`src/logic/la_trig_params.svh`:
```
`ifndef LA_TRIG_PARAMS_SVH
`define LA_TRIG_PARAMS_SVH

// ----------------------------------------
// Register byte offsets
// ----------------------------------------
`define OFF_CTRL      8'h00
`define OFF_STAT      8'h04
`define OFF_IRQ_STAT  8'h08
`define OFF_IRQ_MASK  8'h0C
`define OFF_COND      8'h10
`define OFF_GROUP     8'h14
`define OFF_PAT       8'h18
`define OFF_CARE      8'h1C
`define OFF_CMP_A     8'h20
`define OFF_CMP_B     8'h24

// ----------------------------------------
// Field positions and widths
// ----------------------------------------
`define CTRL_ARM_BIT    0
`define CTRL_ABORT_BIT  9
`define STAT_RUN_BIT    0
`define STAT_DONE_BIT   1
`define STAT_HIT_BIT    2
`define IRQ_TRIG_BIT    0
`define GRP_ROOT_LSB    12
`define COND_FIELD_W    3

// ----------------------------------------
// Reset values
// ----------------------------------------
`define CTRL_RST   32'h0000_0000
`define COND_RST   32'h0000_0000
`define GROUP_RST  32'h0000_1009
`define PAT_RST    32'h0000_0000
`define CARE_RST   32'h0000_0000
`define CMP_RST    32'h0000_0000
`define MASK_RST   1'h0

`endif

```
`src/logic/la_trig_pkg.sv`:
```
package la_trig_pkg;

  typedef enum logic [2:0] {
    ST_IDLE = 3'b001,
    ST_RUN  = 3'b010,
    ST_DONE = 3'b100
  } state_t;

  typedef enum logic [2:0] {
    COND_DC     = 3'h0,
    COND_LOW    = 3'h1,
    COND_HIGH   = 3'h2,
    COND_FALL   = 3'h3,
    COND_RISE   = 3'h4,
    COND_EITHER = 3'h5
  } cond_t;

  typedef enum logic [2:0] {
    RED_AND   = 3'h0,
    RED_OR    = 3'h1,
    RED_NAND  = 3'h2,
    RED_NOR   = 3'h3,
    RED_XOR   = 3'h4,
    RED_XNOR  = 3'h5,
    RED_TRUE  = 3'h6,
    RED_FALSE = 3'h7
  } red_t;

  typedef enum logic [1:0] {
    MODE_AND     = 2'h0,
    MODE_OR      = 2'h1,
    MODE_COMPARE = 2'h2
  } mode_t;

  typedef enum logic [2:0] {
    CMP_GT = 3'h0,
    CMP_GE = 3'h1,
    CMP_EQ = 3'h2,
    CMP_LE = 3'h3,
    CMP_LT = 3'h4
  } cmp_op_t;

  typedef struct packed {
    logic [21:0] rsvd;
    logic        abort;
    logic        hi_incl;
    logic        lo_incl;
    cmp_op_t     op;
    logic        interval;
    mode_t       mode;
    logic        arm;
  } ctrl_t;

endpackage

```
`src/logic/la_trig_eval.sv`:
```
`include "la_trig_params.svh"

module la_trig_eval
  import la_trig_pkg::*;
#(
  parameter int NUM_LEAF = 2,
  parameter int LEAF_SZ  = 4,
  parameter int BUS_W    = 8
) (
  input  wire logic                         CLK_I,
  input  wire logic                         RST_B_I,
  input  wire logic [7:0]                   ADDR_I,
  input  wire logic [31:0]                  WDATA_I,
  input  wire logic                         WR_I,
  input  wire logic                         RD_I,
  output logic      [31:0]                  RDATA_O,
  input  wire logic [NUM_LEAF*LEAF_SZ-1:0]  SIG_I,
  input  wire logic [BUS_W-1:0]             BUS_I,
  output logic                              TRIG_O,
  output logic                              TRIGGERED_O,
  output logic                              SAMPLE_EN_O,
  output logic                              IRQ_O
);

  // ----------------------------------------
  // Sizes
  // ----------------------------------------
  localparam int N_SIG = NUM_LEAF * LEAF_SZ;
  localparam int CW    = `COND_FIELD_W * N_SIG;
  localparam int GW    = `GRP_ROOT_LSB + 3;
  localparam int RW    = NUM_LEAF + 2;

  // ----------------------------------------
  // State
  // ----------------------------------------
  typedef struct packed {
    state_t            st;
    ctrl_t             ctrl;
    logic [CW-1:0]     cond;
    logic [GW-1:0]     grp;
    logic [BUS_W-1:0]  pat;
    logic [BUS_W-1:0]  care;
    logic [BUS_W-1:0]  cmp_a;
    logic [BUS_W-1:0]  cmp_b;
    logic [N_SIG-1:0]  prev;
    logic              prev_ok;
    logic              irq_stat;
    logic              irq_mask;
    logic              irq;
    logic              trig;
    logic [31:0]       rdata;
  } st_t;

  st_t r;
  st_t next_r;

  // ----------------------------------------
  // Reduction of one group
  // ----------------------------------------
  // Disabled members are neutral: one for AND, zero for OR and XOR.
  function automatic logic reduce(input red_t op, input logic [31:0] v, input logic [31:0] en);
    logic a;
    logic o;
    logic x;
    a = &(v | ~en);
    o = |(v & en);
    x = ^(v & en);
    unique case (op)
      RED_AND:   reduce = a;
      RED_OR:    reduce = o;
      RED_NAND:  reduce = ~a;
      RED_NOR:   reduce = ~o;
      RED_XOR:   reduce = x;
      RED_XNOR:  reduce = ~x;
      RED_TRUE:  reduce = 1'b1;
      RED_FALSE: reduce = 1'b0;
    endcase
  endfunction

  // ----------------------------------------
  // Per-signal match
  // ----------------------------------------
  logic [N_SIG-1:0]    sig_hit;
  logic [N_SIG-1:0]    sig_en;
  logic [NUM_LEAF-1:0] leaf_val;

  for (genvar i = 0; i < N_SIG; i++) begin : g_sig
    cond_t c;
    logic  rise;
    logic  fall;
    assign c    = cond_t'(r.cond[`COND_FIELD_W*i +: `COND_FIELD_W]);
    assign rise = r.prev_ok & ~r.prev[i] & SIG_I[i];
    assign fall = r.prev_ok & r.prev[i] & ~SIG_I[i];
    assign sig_en[i]  = (c != COND_DC) && (c <= COND_EITHER);
    assign sig_hit[i] = (c == COND_LOW)    ? ~SIG_I[i] :
                        (c == COND_HIGH)   ? SIG_I[i]  :
                        (c == COND_FALL)   ? fall      :
                        (c == COND_RISE)   ? rise      :
                        (c == COND_EITHER) ? (rise | fall) : 1'b0;
  end

  // Fixed parent-child wiring; only the op fields move behaviour
  for (genvar g = 0; g < NUM_LEAF; g++) begin : g_leaf
    assign leaf_val[g] = reduce(red_t'(r.grp[3*g +: 3]),
                                32'(sig_hit[g*LEAF_SZ +: LEAF_SZ]),
                                32'(sig_en[g*LEAF_SZ +: LEAF_SZ]));
  end

  // ----------------------------------------
  // Bus pattern and comparison
  // ----------------------------------------
  logic bus_en;
  logic bus_hit;
  logic lo_ok;
  logic hi_ok;
  logic cmp_hit;

  assign bus_en  = |r.care;
  assign bus_hit = ~|((BUS_I ^ r.pat) & r.care);

  // Unsigned compare; values are taken as loaded, no wider than the bus
  assign lo_ok = r.ctrl.lo_incl ? (BUS_I >= r.cmp_a) : (BUS_I > r.cmp_a);
  assign hi_ok = r.ctrl.hi_incl ? (BUS_I <= r.cmp_b) : (BUS_I < r.cmp_b);

  always_comb begin
    cmp_hit = 1'b0;
    if (r.ctrl.interval) begin
      cmp_hit = lo_ok & hi_ok;
    end else begin
      unique case (r.ctrl.op)
        CMP_GT:  cmp_hit = BUS_I > r.cmp_a;
        CMP_GE:  cmp_hit = BUS_I >= r.cmp_a;
        CMP_EQ:  cmp_hit = BUS_I == r.cmp_a;
        CMP_LE:  cmp_hit = BUS_I <= r.cmp_a;
        CMP_LT:  cmp_hit = BUS_I < r.cmp_a;
        default: cmp_hit = 1'b0;
      endcase
    end
  end

  // ----------------------------------------
  // Combination
  // ----------------------------------------
  logic [RW-1:0] root_v;
  logic [RW-1:0] root_en;
  logic          root_hit;
  logic          and_hit;
  logic          fire;

  // Compare mode adds the compare term and keeps every OR term
  assign root_v   = {cmp_hit, bus_hit, leaf_val};
  assign root_en  = {r.ctrl.mode == MODE_COMPARE, bus_en, {NUM_LEAF{1'b1}}};
  assign root_hit = reduce(red_t'(r.grp[`GRP_ROOT_LSB +: 3]),
                           32'(root_v), 32'(root_en));

  // In AND mode, nothing enabled means an immediate trigger, as in free-run capture
  assign and_hit = (&(sig_hit | ~sig_en)) & (bus_hit | ~bus_en);
  assign fire    = (r.ctrl.mode == MODE_AND) ? and_hit : root_hit;

  // ----------------------------------------
  // Next state
  // ----------------------------------------
  logic wr_ctrl;
  logic arm_req;
  logic abort_req;
  logic trig_ev;

  assign wr_ctrl   = WR_I && (ADDR_I == `OFF_CTRL);
  assign arm_req   = wr_ctrl && WDATA_I[`CTRL_ARM_BIT];
  assign abort_req = wr_ctrl && WDATA_I[`CTRL_ABORT_BIT];

  // ----------------------------------------
  // Capture control
  // ----------------------------------------
  state_t next_st;

  always_comb begin
    next_st = r.st;
    trig_ev = 1'b0;
    unique case (r.st)
      ST_IDLE: begin
        if (arm_req) begin
          next_st = ST_RUN;
        end
      end
      ST_RUN: begin
        // Abort wins over a fire in the same cycle
        if (abort_req) begin
          next_st = ST_IDLE;
        end else if (fire) begin
          next_st = ST_DONE;
          trig_ev = 1'b1;
        end
      end
      ST_DONE: begin
        if (arm_req) begin
          next_st = ST_RUN;
        end else if (abort_req) begin
          next_st = ST_IDLE;
        end
      end
      default: next_st = ST_IDLE;
    endcase
  end

  // ----------------------------------------
  // Read mux
  // ----------------------------------------
  // Decoded from the address alone; only a strobed read reaches the port
  logic [31:0] rd_word;

  always_comb begin
    rd_word = 32'h0000_0000;
    unique case (ADDR_I)
      `OFF_CTRL:     rd_word = 32'(r.ctrl);
      `OFF_STAT: begin
        rd_word[`STAT_RUN_BIT]  = r.st == ST_RUN;
        rd_word[`STAT_DONE_BIT] = r.st == ST_DONE;
        rd_word[`STAT_HIT_BIT]  = fire;
      end
      `OFF_IRQ_STAT: rd_word[`IRQ_TRIG_BIT] = r.irq_stat;
      `OFF_IRQ_MASK: rd_word[`IRQ_TRIG_BIT] = r.irq_mask;
      `OFF_COND:     rd_word = 32'(r.cond);
      `OFF_GROUP:    rd_word = 32'(r.grp);
      `OFF_PAT:      rd_word = 32'(r.pat);
      `OFF_CARE:     rd_word = 32'(r.care);
      `OFF_CMP_A:    rd_word = 32'(r.cmp_a);
      `OFF_CMP_B:    rd_word = 32'(r.cmp_b);
      default:       rd_word = 32'h0000_0000;
    endcase
  end

  // ----------------------------------------
  // Reset image
  // ----------------------------------------
  // Kept apart so the register process stays a single plain copy
  st_t rst_val;

  always_comb begin
    rst_val          = '0;
    rst_val.st       = ST_IDLE;
    rst_val.ctrl     = ctrl_t'(`CTRL_RST);
    rst_val.cond     = CW'(`COND_RST);
    rst_val.grp      = GW'(`GROUP_RST);
    rst_val.pat      = BUS_W'(`PAT_RST);
    rst_val.care     = BUS_W'(`CARE_RST);
    rst_val.cmp_a    = BUS_W'(`CMP_RST);
    rst_val.cmp_b    = BUS_W'(`CMP_RST);
    rst_val.prev     = '0;
    rst_val.prev_ok  = 1'b0;
    rst_val.irq_stat = 1'b0;
    rst_val.irq_mask = `MASK_RST;
    rst_val.irq      = 1'b0;
    rst_val.trig     = 1'b0;
    rst_val.rdata    = 32'h0000_0000;
  end

  // ----------------------------------------
  // State copy
  // ----------------------------------------
  always_comb begin
    next_r         = r;
    next_r.st      = next_st;
    next_r.trig    = trig_ev;
    next_r.rdata   = 32'h0000_0000;
    next_r.prev    = SIG_I;
    next_r.prev_ok = 1'b1;

    if (WR_I) begin
      unique case (ADDR_I)
        `OFF_CTRL: begin
          next_r.ctrl       = ctrl_t'(WDATA_I);
          next_r.ctrl.arm   = 1'b0;
          next_r.ctrl.abort = 1'b0;
          next_r.ctrl.rsvd  = '0;
        end
        `OFF_IRQ_STAT: begin
          if (WDATA_I[`IRQ_TRIG_BIT]) begin
            next_r.irq_stat = 1'b0;
          end
        end
        `OFF_IRQ_MASK: next_r.irq_mask = WDATA_I[`IRQ_TRIG_BIT];
        `OFF_COND:     next_r.cond     = WDATA_I[CW-1:0];
        `OFF_GROUP:    next_r.grp      = WDATA_I[GW-1:0];
        `OFF_PAT:      next_r.pat      = WDATA_I[BUS_W-1:0];
        `OFF_CARE:     next_r.care     = WDATA_I[BUS_W-1:0];
        `OFF_CMP_A:    next_r.cmp_a    = WDATA_I[BUS_W-1:0];
        `OFF_CMP_B:    next_r.cmp_b    = WDATA_I[BUS_W-1:0];
        default: ;
      endcase
    end

    // Set after clear, so an event in the clearing cycle survives
    if (trig_ev) begin
      next_r.irq_stat = 1'b1;
    end
    next_r.irq = next_r.irq_stat & next_r.irq_mask;

    if (RD_I) begin
      next_r.rdata = rd_word;
    end

    // Synchronous reset folded in here to keep one register process
    if (!RST_B_I) begin
      next_r = rst_val;
    end
  end

  // ----------------------------------------
  // Registers
  // ----------------------------------------
  always_ff @(posedge CLK_I) begin
    r <= next_r;
  end

  // ----------------------------------------
  // Outputs
  // ----------------------------------------
  assign RDATA_O     = r.rdata;
  assign TRIG_O      = r.trig;
  assign TRIGGERED_O = r.st[2];
  assign SAMPLE_EN_O = r.st[1];
  assign IRQ_O       = r.irq;

endmodule

```
`config.mk`:
```
export PLATFORM = sky130hd
export DESIGN_NAME = la_trig_eval
export DESIGN_NICKNAME = d
export VERILOG_FILES = /design/src/logic/la_trig_pkg.sv /design/src/logic/la_trig_eval.sv
export VERILOG_INCLUDE_DIRS = /design/src /design/src/logic
export SDC_FILE = /design/constraint.sdc
export NUM_CORES = 1
export LEC_CHECK = 0
export BUFFER_PORTS_ARGS = -buffer_cell sky130_fd_sc_hd__clkbuf_2
export CAP_MARGIN = 20
export CORE_ASPECT_RATIO = 0.75
export CORE_UTILIZATION = 40
export DETAILED_ROUTE_END_ITERATION = 16
export GPL_TIMING_DRIVEN = 0
export PLACE_DENSITY = 0.65
export SETUP_SLACK_MARGIN = 0.3
export SLEW_MARGIN = 20
export SYNTH_ARGS = -nofsm -noshare
export SYNTH_HDL_FRONTEND = slang
export SYNTH_SLANG_ARGS = --single-unit
```
`constraint.sdc`:
```
create_clock -name CLK_I -period 4.01 [get_ports CLK_I]
set_clock_uncertainty 0.05 [all_clocks]
set_input_delay 0.2005 -clock CLK_I [delete_from_list [all_inputs] [get_ports CLK_I]]
set_output_delay 0.2005 -clock CLK_I [all_outputs]
set_load 0.02 [all_outputs]
```
==> results.yml <==
die:
  die-width_um: 149.9
  die_area_um2: 16920
  initial_core_util_pct: 40.96
  chipHeight_um: 112.9
  rows: 40
  core-area_um2: 16020
  ioPinCount: 96
outcome:
  status: "complete, but fails checks"
  violations: "setup timing"
grt:
  grt_pass1_wl_um: 31190
  antenna_found_initial: 0
  grt_max_degree: 17
  grt_overflow: 0
  grt_usage_pct: 24.56
  grt_pass1_vias: 5636
final_layout:
  layout-drive-gt1-share_pct: 19.92
  nNetsFinal: 1017
  final_cell_area_um2: 8190
  syn_to_final_growth_pct: 24.85
  antenna_cells: 0
  final_cells: 1154
sta:
  fin_ws_ns: -0.2712
  rsz0062_at_grt: "yes"
  period_share_pct: 106.8
  max-slew-margin-rel_pct: 21.34
  fmax_ghz: 0.2336
  hold_violations: 0
  period_minus_slack_ns: 4.281
  worst_slew_pin_slew_ns: 1.171
  slew_viol_final: 0
  setup_violations: 6
hold_path:
  hold_path_class: "primary input to register"
worst_setup_path:
  critPathArrivalTime_ns: 4.53
  cp-end-kind: "register"
  path_max_fanout: 7
  crit_type: "register to register"
  required_ns: 4.25
  startpoint_type: "register"
clock_tree:
  cts_tree: "built"
  root_buffer: "clkbuf_16"
  clk_latency_ns: 0.43
  numCtsBuffers: 17
  clkTransAtPathRegs_ns: 0.05
  max-clock-path-buffers: 2
  htreeDepth: 4
  cts_sinks: 119
yosys:
  synth.top_cell.area_share_pct: 36.32
  synth.most_common_cell: "nand2_1"
  synth-edff-count: 0
  synth_area_leader_cell: "dfxtp_1"
  yosysSeqAreaShare_pct: 36.32
  synthTopCellsByArea: "dfxtp_1, a21boi_0, nand2_1, ha_1, nand3_1"
  ys_warn_count: 0
  synthArstFlopShare_pct: 0
  syn_area_per_cell_um2: 8.139
  synth_commonest_cells: "nand2_1, dfxtp_1, a21boi_0"
  syn_inst: 806
  synth-seq-cells: 119
  syn_area_um2: 6560
  synth_top_flop_cell: "dfxtp_1"
  yosysUniqueCellTypes: 66
placement:
  port_buffers: 77
  placed_cells: 1100
  placed_area_um2: 7277
  gp_congestion: 0.9408
  dp_hpwl_um: 14530
routing:
  drtIter0Drc: 689
  vias: 6342
  dr.pass1.iters: 8
  drt_wl_total_um: 20110
  drc: 0
  wire_per_inst_um: 17.43
  ant_nets: 0
  viasPerCell: 5.496
flow_run:
  max_cap_violations: 0
power:
  ir_drop_mv: 0.2189
  p_per_area_nw_per_um2: 344.3
  p_leak_nw: 3.036
[critical path, cell delays in order (launching register included)]
cell	delay (ns)
dfxtp_4	0.36
buf_8	0.11
buf_8	0.10
clkbuf_16	0.14
nand2_2	0.04
maj3_2	0.28
o31a_1	0.26
ha_1	0.31
xor2_1	0.17
and2_4	0.15
nor3_4	0.11
a21oi_1	0.06
mux2_4	0.31
ha_4	0.25
xor2_2	0.15
nor2_1	0.06
mux2_4	0.27
o21ai_2	0.11
a21oi_1	0.07
or3_4	0.33
buf_4	0.15
mux2i_4	0.21
o22ai_1	0.10
[routing by layer]
metal / up-vias / track usage, % / wire length [µm]
met5: - / 0 / 0
met4: 0 / 7.677 / 298
met3: 28 / 7.379 / 1939
met2: 276 / 33.18 / 8037
met1: 2939 / 36.61 / 9834
li1: 3099 / - / -
[cell families (layout without fill, tap and decap cells)]
group | after synthesis | in the layout | share of synthesized area [%]
compound gates | 207 | 207 | 23.00
xor+xnor | 13 | 13 | 1.736
fa+ha+maj | 31 | 31 | 5.627
buf+inv | 104 | 235 | 8.354
flops | 119 | 119 | 36.32
mux | 5 | 5 | 0.8773
other cells | 1 | 8 | 0.05716
simple gates | 326 | 326 | 24.03
[layout make-up]
type	count	area, µm²
flip-flops and latches	119	2386
plain buffers	70	449.2
multi-input cells	590	3795
inverters	34	127.6
clock inverters	3	15.01
fillers	1542	7825
well taps	210	262.8
clock buffers	26	529.3
repair buffers	102	625.6
[what timing repair did]
| action | 4_1_cts | 5_1_grt |
|---|---|---|
| hold buffers | 16 | 0 |
| buffers inserted | 9 | 0 |
| resized for setup | 11 | 15 |
| endpoints found under the hold margin | 20 | 0 |
| pin swaps | 11 | 13 |
| setup endpoints to repair | 6 | 6 |
[power breakdown]
part	internal, W	total, W	switching (W)
Sequential	0.00119	0.00120	0.00000753
Combinational	0.0000863	0.000196	0.000110
Clock	0.000890	0.00143	0.000538
[layout by cell type, fill, tap and decap left out, types with 12 or more instances in the layout]
cell type      instances
a31oi_1               14
buf_4                 40
dlygate4sd3_1         16
xor2_1                12
a21oi_1               21
o21ai_0               16
dfxtp_1              118
ha_1                  22
clkbuf_16             18
nand2_1              146
nand3_1               49
inv_1                 34
nor2_1                36
clkbuf_2              78
clkbuf_1              29
and2_1                15
a22oi_1               25
a21boi_0              76
[per-stage QoR]
stage	setup slack [ns]	utilization, %	hold WS (ns)	power, W	setup TNS [ns]
after floorplan	-0.1783	-	0.1782	0.001308	-0.4395
after global placement	-0.5847	45.44	0.3698	0.001386	-3.111
after detailed placement	-0.5793	45.44	0.3738	0.001387	-3.094
after CTS	-0.3256	50.68	0.004690	0.002824	-1.751
after global routing	-0.3944	51.14	0.01727	0.002898	-2.213
final	-0.2712	51.14	0.01407	0.002820	-1.428
[state kept, by name, summed over array words and instances, names as in the netlist]
name and cells:
r 67, g_sig.c 24, IRQ_O 1, TRIGGERED_O 1, RDATA_O 24, TRIG_O 1, SAMPLE_EN_O 1
[final timing paths]
check | from | end | slack [ns] | cells past startpoint
worst max register to register | r[36] | RDATA_O[2] | -0.27 | 22
worst min-delay path | WDATA_I[14] | r[91] | 0.01 | 3
worst min register to register | r[87] | r[87] | 0.41 | 2
worst max-delay path | r[36] | RDATA_O[2] | -0.27 | 22
No activity file was read; power rests on OpenSTA's default activity.
